## src/hw/scoc_params.svh

```systemverilog
// constants for the stream configuration and overlay command logic
`ifndef SCOC_PARAMS_SVH
`define SCOC_PARAMS_SVH
`define SCOC_CMD_CFG_STREAM 8'h51
`define SCOC_CMD_OVERLAY 8'hB1
`define SCOC_SUB_RESTORE 8'hC0
`define SCOC_SUB_FREEZE 8'hC1
`define SCOC_SUB_IDENT 8'hC2
`define SCOC_SUB_SET 8'hC3
`define SCOC_FEAT_ADD_BIT 7
`define SCOC_FEAT_DIR_BIT 6
`define SCOC_DEV_SEL_BIT 4
`define SCOC_ST_BSY 7
`define SCOC_ST_RDY 6
`define SCOC_ST_DSC 4
`define SCOC_ST_DRQ 3
`define SCOC_ST_ERR 0
`define SCOC_ERR_ABORT 2
`define SCOC_NUM_STREAMS 8
`define SCOC_IDENT_WORDS 256
`define SCOC_OVL_REV 16'h0001
`define SCOC_OVL_SIG 8'hA5
`define SCOC_FULL_CAP 16'h01FF
`define SCOC_TIME_UNIT 16'h000A
`define SCOC_US_CYCLES 50
`endif

```

## src/hw/scoc_pkg.sv

```systemverilog
// types shared by both ends of the command link
package scoc_pkg;
    typedef enum logic [3:0] {
        SCOC_IDLE = 4'h1,
        SCOC_EXEC = 4'h2,
        SCOC_XFER = 4'h4,
        SCOC_DONE = 4'h8
    } scoc_state_e;
    typedef struct packed {
        logic valid;
        logic is_write;
        logic [31:0] completion_time_limit_us;
        logic [15:0] alloc_unit;
    } scoc_stream_s;
endpackage

```

## src/hw/scoc_if.sv

```systemverilog
// task-file link between host controller and drive
`timescale 1ns/1ns
interface scoc_if;
    logic cmd_wr;
    logic [7:0] command;
    logic [7:0] feat_cur;
    logic [7:0] feat_prev;
    logic [7:0] count_cur;
    logic [7:0] count_prev;
    logic [7:0] dev_head;
    logic [7:0] status;
    logic [7:0] error;
    logic intrq;
    logic data_rd;
    logic [15:0] data;
    modport dev (input cmd_wr, command, feat_cur, feat_prev, count_cur, count_prev,
        dev_head, data_rd, output status, error, intrq, data);
    modport host (output cmd_wr, command, feat_cur, feat_prev, count_cur, count_prev,
        dev_head, data_rd, input status, error, intrq, data);
endinterface

```

## src/hw/scoc_completion_time_limit_timer.sv

```systemverilog
// completion time limit counter, microsecond ticks
`timescale 1ns/1ns
`include "scoc_params.svh"
module scoc_completion_time_limit_timer
    import scoc_pkg::*;
(
    input wire logic clk,
    input wire logic reset,
    input wire logic start,
    input wire logic stop,
    input wire logic [31:0] limit_us,
    output logic expired
);
    logic [5:0] tick_r;
    logic [31:0] us_r;
    logic run_r;
    always_ff @(posedge clk or posedge reset)
        if (reset)
            run_r <= 1'b0;
        else if (start)
            run_r <= 1'b1;
        else if (stop)
            run_r <= 1'b0;
    always_ff @(posedge clk or posedge reset)
        if (reset)
        begin
            tick_r <= 6'h00;
            us_r <= 32'h0;
        end
        else if (start)
        begin
            tick_r <= 6'h00;
            us_r <= 32'h0;
        end
        else if (run_r)
        begin
            if (tick_r == 6'(`SCOC_US_CYCLES - 1))
            begin
                tick_r <= 6'h00;
                us_r <= us_r + 32'h1;
            end
            else
                tick_r <= tick_r + 6'h01;
        end
    // zero limit means unlimited
    assign expired = run_r && (limit_us != 32'h0) && (us_r >= limit_us);
endmodule

```

## src/hw/scoc_drive.sv

```systemverilog
// drive end: configure stream and configuration overlay commands
// ****************************************************************
// Notes on behaviour
// ****************************************************************
//
// The implementer's own choice: the plain strobed port.
`timescale 1ns/1ns
`include "scoc_params.svh"
module scoc_drive
    import scoc_pkg::*;
(
    input wire logic clk,
    input wire logic reset,
    input wire logic power_on_n,
    input wire logic dev_is_slave,
    input wire logic stream_cmd,
    input wire logic [2:0] stream_cmd_id,
    input wire logic [31:0] stream_cmd_completion_time_limit,
    input wire logic stream_cmd_done,
    scoc_if.dev bus,
    output logic [15:0] active_cap,
    output logic [7:0] stream_valid,
    output logic [7:0] stream_is_write,
    output logic [15:0] alloc_unit,
    output logic completion_time_limit_expired
);
    // ****************************************************************
    // decode
    // ****************************************************************
    scoc_state_e state_r;
    scoc_stream_s streams_r [`SCOC_NUM_STREAMS];
    logic frozen_r;
    logic [15:0] set_cap_r;
    logic [7:0] status_r;
    logic [7:0] error_r;
    logic intrq_r;
    logic [15:0] data_r;
    logic [8:0] word_r;
    logic [7:0] csum_r;
    logic [7:0] cmd_r;
    logic [7:0] fcur_r;
    logic [7:0] fprev_r;
    logic [15:0] count_r;
    logic selected;
    logic abort_nxt;
    logic [2:0] sid;
    logic [31:0] limit_sel;
    logic [15:0] word_val;
    assign selected = bus.dev_head[`SCOC_DEV_SEL_BIT] == dev_is_slave;
    assign sid = fcur_r[2:0];
    always_comb
    begin
        abort_nxt = 1'b1;
        if (cmd_r == `SCOC_CMD_CFG_STREAM)
            abort_nxt = !fcur_r[`SCOC_FEAT_ADD_BIT] && !streams_r[sid].valid;
        else if (cmd_r == `SCOC_CMD_OVERLAY)
        begin
            case (fcur_r)
                `SCOC_SUB_RESTORE, `SCOC_SUB_FREEZE, `SCOC_SUB_IDENT:
                    abort_nxt = frozen_r;
                `SCOC_SUB_SET:
                    abort_nxt = frozen_r;
                default:
                    abort_nxt = 1'b1;
            endcase
        end
    end
    // ****************************************************************
    // command sequencer
    // ****************************************************************
    always_ff @(posedge clk or posedge reset)
        if (reset)
        begin
            cmd_r <= 8'h00;
            fcur_r <= 8'h00;
            fprev_r <= 8'h00;
            count_r <= 16'h0000;
        end
        else if (state_r == SCOC_IDLE && bus.cmd_wr && selected)
        begin
            cmd_r <= bus.command;
            fcur_r <= bus.feat_cur;
            fprev_r <= bus.feat_prev;
            count_r <= {bus.count_prev, bus.count_cur};
        end
    always_ff @(posedge clk or posedge reset)
        if (reset)
        begin
            state_r <= SCOC_IDLE;
            status_r <= 8'h00;
            error_r <= 8'h00;
            intrq_r <= 1'b0;
            word_r <= 9'h000;
        end
        else
        begin
            intrq_r <= 1'b0;
            case (state_r)
                SCOC_IDLE:
                begin
                    status_r[`SCOC_ST_RDY] <= 1'b1;
                    if (bus.cmd_wr && selected)
                    begin
                        status_r <= 8'h80;
                        state_r <= SCOC_EXEC;
                    end
                end
                SCOC_EXEC:
                begin
                    word_r <= 9'h000;
                    error_r <= 8'h00;
                    error_r[`SCOC_ERR_ABORT] <= abort_nxt;
                    if (!abort_nxt && cmd_r == `SCOC_CMD_OVERLAY && fcur_r == `SCOC_SUB_IDENT)
                    begin
                        status_r <= 8'h48;
                        intrq_r <= 1'b1;
                        state_r <= SCOC_XFER;
                    end
                    else
                    begin
                        status_r <= {1'b0, 1'b1, 1'b0, 1'b1, 3'b000, abort_nxt};
                        intrq_r <= 1'b1;
                        state_r <= SCOC_IDLE;
                    end
                end
                SCOC_XFER:
                    if (bus.data_rd)
                    begin
                        word_r <= word_r + 9'h001;
                        if (word_r == 9'(`SCOC_IDENT_WORDS - 1))
                        begin
                            status_r <= 8'h50;
                            state_r <= SCOC_IDLE;
                        end
                    end
                default:
                    state_r <= SCOC_IDLE;
            endcase
        end
    // ****************************************************************
    // stream table
    // ****************************************************************
    logic commit;
    assign commit = state_r == SCOC_EXEC && !abort_nxt;
    genvar g;
    generate
        for (g = 0; g < `SCOC_NUM_STREAMS; g++)
        begin : g_stream
            always_ff @(posedge clk or posedge reset)
                if (reset)
                    streams_r[g] <= '0;
                else if (commit && cmd_r == `SCOC_CMD_CFG_STREAM && sid == 3'(g))
                begin
                    streams_r[g].valid <= fcur_r[`SCOC_FEAT_ADD_BIT];
                    streams_r[g].is_write <= fcur_r[`SCOC_FEAT_DIR_BIT];
                    streams_r[g].completion_time_limit_us <= 32'(fprev_r) * 32'(`SCOC_TIME_UNIT);
                    streams_r[g].alloc_unit <= count_r;
                end
            assign stream_valid[g] = streams_r[g].valid;
            assign stream_is_write[g] = streams_r[g].is_write;
        end
    endgenerate
    assign alloc_unit = streams_r[stream_cmd_id].alloc_unit;
    // ****************************************************************
    // overlay state
    // ****************************************************************
    // power_on_n only: freeze must outlive hard and soft resets
    always_ff @(posedge clk or negedge power_on_n)
        if (!power_on_n)
            frozen_r <= 1'b0;
        else if (commit && cmd_r == `SCOC_CMD_OVERLAY && fcur_r == `SCOC_SUB_FREEZE)
            frozen_r <= 1'b1;
    // set overlay rides in sector count; a set can only clear bits
    always_ff @(posedge clk or posedge reset)
        if (reset)
            set_cap_r <= `SCOC_FULL_CAP;
        else if (commit && cmd_r == `SCOC_CMD_OVERLAY && fcur_r == `SCOC_SUB_RESTORE)
            set_cap_r <= `SCOC_FULL_CAP;
        else if (commit && cmd_r == `SCOC_CMD_OVERLAY && fcur_r == `SCOC_SUB_SET)
            set_cap_r <= set_cap_r & count_r;
    assign active_cap = set_cap_r & `SCOC_FULL_CAP;
    // ****************************************************************
    // identify data, full capabilities regardless of set
    // ****************************************************************
    always_comb
    begin
        case (word_r)
            9'h000: word_val = `SCOC_OVL_REV;
            9'h007: word_val = `SCOC_FULL_CAP;
            9'h0FF: word_val = {8'h00 - csum_r - `SCOC_OVL_SIG, `SCOC_OVL_SIG};
            default: word_val = 16'h0000;
        endcase
    end
    always_ff @(posedge clk or posedge reset)
        if (reset)
            csum_r <= 8'h00;
        else if (state_r == SCOC_EXEC)
            csum_r <= 8'h00;
        else if (state_r == SCOC_XFER && bus.data_rd)
            csum_r <= csum_r + word_val[7:0] + word_val[15:8];
    always_ff @(posedge clk or posedge reset)
        if (reset)
            data_r <= 16'h0000;
        else
            data_r <= word_val;
    // ****************************************************************
    // completion limit
    // ****************************************************************
    assign limit_sel = (stream_cmd_completion_time_limit == 32'h0) ? streams_r[stream_cmd_id].completion_time_limit_us
                                                  : stream_cmd_completion_time_limit;
    scoc_completion_time_limit_timer u_timer (
        .clk(clk),
        .reset(reset),
        .start(stream_cmd),
        .stop(stream_cmd_done),
        .limit_us(limit_sel),
        .expired(completion_time_limit_expired)
    );
    assign bus.status = status_r;
    assign bus.error = error_r;
    assign bus.intrq = intrq_r;
    assign bus.data = data_r;
endmodule

```

## src/flat_wrapper.sv

```systemverilog
// flat-port wrapper written by rule: the top's interface ports become plain ports
module scoc_drive_flat import scoc_pkg::*;
  (clk, reset, power_on_n, dev_is_slave, stream_cmd, stream_cmd_id, stream_cmd_completion_time_limit, stream_cmd_done, active_cap, stream_valid, stream_is_write, alloc_unit, completion_time_limit_expired, bus_cmd_wr, bus_command, bus_feat_cur, bus_feat_prev, bus_count_cur, bus_count_prev, bus_dev_head, bus_data_rd, bus_status, bus_error, bus_intrq, bus_data);
  scoc_if bus_i ();
  input wire logic clk;
  input wire logic reset;
  input wire logic power_on_n;
  input wire logic dev_is_slave;
  input wire logic stream_cmd;
  input wire logic [2:0] stream_cmd_id;
  input wire logic [31:0] stream_cmd_completion_time_limit;
  input wire logic stream_cmd_done;
  output logic [15:0] active_cap;
  output logic [7:0] stream_valid;
  output logic [7:0] stream_is_write;
  output logic [15:0] alloc_unit;
  output logic completion_time_limit_expired;
  input wire logic [$bits(bus_i.cmd_wr)-1:0] bus_cmd_wr;
  input wire logic [$bits(bus_i.command)-1:0] bus_command;
  input wire logic [$bits(bus_i.feat_cur)-1:0] bus_feat_cur;
  input wire logic [$bits(bus_i.feat_prev)-1:0] bus_feat_prev;
  input wire logic [$bits(bus_i.count_cur)-1:0] bus_count_cur;
  input wire logic [$bits(bus_i.count_prev)-1:0] bus_count_prev;
  input wire logic [$bits(bus_i.dev_head)-1:0] bus_dev_head;
  input wire logic [$bits(bus_i.data_rd)-1:0] bus_data_rd;
  output wire logic [$bits(bus_i.status)-1:0] bus_status;
  output wire logic [$bits(bus_i.error)-1:0] bus_error;
  output wire logic [$bits(bus_i.intrq)-1:0] bus_intrq;
  output wire logic [$bits(bus_i.data)-1:0] bus_data;
  assign bus_i.cmd_wr = bus_cmd_wr;
  assign bus_i.command = bus_command;
  assign bus_i.feat_cur = bus_feat_cur;
  assign bus_i.feat_prev = bus_feat_prev;
  assign bus_i.count_cur = bus_count_cur;
  assign bus_i.count_prev = bus_count_prev;
  assign bus_i.dev_head = bus_dev_head;
  assign bus_i.data_rd = bus_data_rd;
  assign bus_status = bus_i.status;
  assign bus_error = bus_i.error;
  assign bus_intrq = bus_i.intrq;
  assign bus_data = bus_i.data;
  scoc_drive u_core (.clk(clk), .reset(reset), .power_on_n(power_on_n), .dev_is_slave(dev_is_slave), .stream_cmd(stream_cmd), .stream_cmd_id(stream_cmd_id), .stream_cmd_completion_time_limit(stream_cmd_completion_time_limit), .stream_cmd_done(stream_cmd_done), .bus(bus_i), .active_cap(active_cap), .stream_valid(stream_valid), .stream_is_write(stream_is_write), .alloc_unit(alloc_unit), .completion_time_limit_expired(completion_time_limit_expired));
endmodule
```

## config.mk

```make
export PLATFORM = sky130hd
export DESIGN_NAME = scoc_drive_flat
export DESIGN_NICKNAME = d
export VERILOG_FILES = /design/src/hw/scoc_pkg.sv /design/src/hw/scoc_if.sv /design/src/hw/scoc_completion_time_limit_timer.sv /design/src/hw/scoc_drive.sv /design/src/flat_wrapper.sv
export VERILOG_INCLUDE_DIRS = /design/src /design/src/hw
export SDC_FILE = /design/constraint.sdc
export NUM_CORES = 1
export LEC_CHECK = 0
export ABC_AREA = 1
export BUFFER_PORTS_ARGS = -buffer_cell sky130_fd_sc_hd__clkbuf_2
export CAP_MARGIN = 25
export CORE_MARGIN = 4
export CORE_UTILIZATION = 35
export CTS_BUF_LIST = sky130_fd_sc_hd__clkbuf_8
export CTS_CLUSTER_DIAMETER = 120
export DETAILED_ROUTE_END_ITERATION = 6
export MAX_ROUTING_LAYER = met4
export PLACE_DENSITY = 0.59
export RECOVER_POWER = 50
export SKIP_CTS_REPAIR_TIMING = 1
export SLEW_MARGIN = 20
export SYNTH_ARGS = -nofsm -noshare
export SYNTH_HDL_FRONTEND = slang
export SYNTH_SLANG_ARGS = --single-unit
```

## constraint.sdc

```tcl
create_clock -name clk -period 11.35 [get_ports clk]
set_input_delay 1.135 -clock clk [delete_from_list [all_inputs] [get_ports clk]]
set_output_delay 1.135 -clock clk [all_outputs]
set_load 0.02 [all_outputs]
```

==> impl_metrics.csv <==
group,metric,value,unit
layout,nets,2557,
global_routing,antenna_found_initial,1,
critical_path,worst-path-max-fanout,114,
clock_tree,cts-root-buf,"clkbuf_8",
floorplan,die_height,237.3,um
clock_tree,clock_sinks,359,
global_routing,grt_max_degree,172,
logic_synthesis,yosysWarnings,0,
floorplan,start_util,35.60,%
layout,nFillCells,5321,
power_and_ir_drop,max-vdd-ir-drop,0.1208,mV
floorplan,core_area,51720,um2
critical_path,path_buf_inv,3,
sta,final-hold-violation-count,0,
drt,route.detailed.drc,1,
critical_path,worstSetupPathType,"input pin to async pin",
logic_synthesis,ys_top_cells_by_area,"dfrtp_1 47%, nand2_1 12%, o21ai_0 6.5%",
logic_synthesis,yosysTopAreaCellShare,47.44,%
critical_path,r2r_slack,7.28,ns
placed_design,place.gp.congestion,0.8569,
clock_tree,cts_buffer_depth,3,
layout,layout_common_cells,"607 x nand2_1, 349 x dfrtp_1, 239 x nor2_1",
floorplan,pin_count,173,
critical_path,critPathLaunch,"reset",
global_routing,grt_pass1_vias,15410,
floorplan,die_x,237.3,um
hold_path,min_path_type,"input pin to async pin",
critical_path,cp.depth,3,
placed_design,dpl.hpwl,31.83,mm
power_and_ir_drop,power.switching,1.129,mW
critical_path,cp-endpoint,"u_core.streams_r[354]",
logic_synthesis,syn_area_per_cell,7.980,um2
sta,post-route-period-util,63.51,%
critical_path,slowest_delay,2.90,ns
logic_synthesis,ys_types,48,
sta,clock_skew,0.03497,ns
power_and_ir_drop,power_frac_comb,20.4,%
logic_synthesis,synth_edf_count,0,
job,maxCapViolCount,3,
clock_tree,clk_pin_slew_worst_paths,0.06,ns
power_and_ir_drop,p_leak,10.12,nW
sta,grt_setup_unrepaired,"false",
layout,layout_commonest_cell,"nand2_1",
logic_synthesis,syn_area,18410,um2
sta,tns,0,ns
critical_path,r2r_end,"u_core.csum_r[7]",
critical_path,crit_path_end_kind,"async pin",
run_status,violations,"design-rule violations, max-capacitance violations, max-slew violations",
critical_path,cp_slowest_cell,"clkbuf_1",
power_and_ir_drop,swShare,33.11,%
critical_path,arrival,7.06,ns
clock_tree,clkLatencyLatePin,0.67,ns
drt,avgViaCountPerCell,4.950,
sta,worstMarginPinSlew,5.088,ns
logic_synthesis,postSynth.asyncResetShare,100.0,%
clock_tree,numCtsBuffers,60,
layout,drive_gt1_share,10.56,%
logic_synthesis,synth_top_flop_cell,"dfrtp_1",
clock_tree,cts_tree,"done",
logic_synthesis,yosys_register_bits,359,
critical_path,cp_top_family,"buffers and inverters",
run_status,status,"complete, but fails checks",
global_routing,grt_remaining_overflow,0,
critical_path,cp_common_cell,"clkbuf_1",
critical_path,required,11.21,ns
drt,drtIter0Drc,1216,
global_routing,grt.total_usage,17.99,%
power_and_ir_drop,powerDensity,165.5,nW/um2
logic_synthesis,ys_seq_area_share,48.87,%
critical_path,crit-reg2reg-launch,"u_core.word_r[0]",
sta,slew_violations,261,
critical_path,crit_path_start_kind,"input pin",
drt,wl,49.50,mm
placed_design,io_buffers,148,
logic_synthesis,yosysTopAreaCell,"dfrtp_1",
sta,timing.fmax,138.7,MHz
critical_path,r2r_cells,25,
layout,finish.utilization,39.85,%
drt,ant_nets,0,
power_and_ir_drop,p_int,2.282,mW
global_routing,grt_pass1_wl,80.74,mm
drt,wl_per_cell,15.84,um
layout,area_delta_synth_final,11.96,%
floorplan,die_area,56330,um2
drt,vias,15470,
sta,period_needed,7.208,ns
sta,relSlewSlack,-241.0,%
logic_synthesis,synthCells,2307,
power_and_ir_drop,seqPwrFrac,42.0,%
floorplan,rows,83,
power_and_ir_drop,p_clk_share,37.6,%
critical_path,crit_chain,"clkbuf_1 -> clkinvlp_2 -> clkbuf_1",
clock_tree,htreeDepth,2,
sta,finalSetupViolations,0,
drt,first_pass_iters,7,
-- power by group through the flow --
stage          Clock (mW)  Sequential [mW]  Combinational, mW
2_1_floorplan           0             1.45              0.457
3_3_place_gp            0             1.45              0.692
6_report             1.28             1.43              0.695
4_1_cts              1.32             1.43              0.707
5_1_grt              1.37             1.44              0.791
3_5_place_dp            0             1.45              0.703
-- how the worst min path moves through the flow --
stage,start,end,depth (start not counted)
detailed placement,u_core.cmd_r[2],u_core.cmd_r[2],2
global route,power_on_n,u_core.frozen_r,1
floorplan,u_core.frozen_r,u_core.frozen_r,2
finish,power_on_n,u_core.frozen_r,1
CTS,power_on_n,u_core.frozen_r,1
global placement,u_core.cmd_r[3],u_core.cmd_r[3],2
-- metal layers --
| metal | share of wire, % | track usage, % | vias to the layer above | wire [um] |
|---|---|---|---|---|
| met4 | 2.8 | 6.299 | 0 | 1399 |
| met5 | 0 | - | - | 0 |
| met3 | 5.7 | 3.017 | 102 | 2835 |
| met2 | 46 | 28.53 | 417 | 22660 |
| met1 | 46 | 23.47 | 7343 | 22600 |
| li1 | - | - | 7607 | - |
-- logic make-up (layout without fill, tap and decap cells) --
logic type	Yosys count	count (layout)	synth area share [%]
flops	359	359	48.87
compound gates	493	493	14.01
fa+ha+maj	66	66	4.771
simple gates	1004	1004	22.31
xor+xnor	14	14	0.6661
buf+inv	370	491	9.346
other cells	1	18	0.02037
-- synth_stat cells (all sizes together) (7+ instances only) --
library cell  count
a21oi            51
a31oi            21
buf              88
clkbuf           55
dfrtp           349
dfstp            10
fa                7
ha               59
inv             226
nand2           615
nand3            77
nand4            17
nor2            241
nor3             28
nor4             12
o21ai           380
o22ai            20
xor2             13
-- state kept, by name, summed over array words and instances (netlist names), 5 cells and up --
| signal | flops |
|---|---|
| u_core.bus.data | 11 |
| u_core.bus.status | 5 |
| u_core.cmd_r | 8 |
| u_core.count_r | 16 |
| u_core.csum_r | 8 |
| u_core.fcur_r | 8 |
| u_core.fprev_r | 8 |
| u_core.set_cap_r | 9 |
| u_core.stream_is_write | 8 |
| u_core.stream_valid | 8 |
| u_core.streams_r | 216 |
| u_core.u_timer.tick_r | 6 |
| u_core.u_timer.us_r | 32 |
| u_core.word_r | 9 |
-- metrics by stage --
| step | setup WS, ns | cells | hold slack [ns] | total power [mW] | cell area [um2] |
|---|---|---|---|---|---|
| final | 4.142 | 3125 | 0.2415 | 3.411 | 20610 |
| after global routing | 2.664 | 3125 | 0.2069 | 3.606 | 20610 |
| after CTS | 5.573 | 3124 | 0.1790 | 3.461 | 20660 |
| after detailed placement | 5.574 | 3018 | 0.4595 | 2.157 | 19300 |
| after global placement | 5.616 | 3018 | 0.4544 | 2.143 | 19300 |
| after floorplan | 0.2979 | 2323 | 0.4349 | 1.911 | 18470 |
-- final cells by class --
class,count,area (um2),share of cell area [%]
tap,680,850.8,4.128
clock inverter,22,209.0,1.014
timing repair buffer,158,790.8,3.837
antenna,1,2.502,0.01214
multi-input combinational,1594,7752,37.61
clock buffer,84,1156,5.609
inverter,227,853.3,4.140
sequential,359,8996,43.65
(Power assumes the default switching activity.)
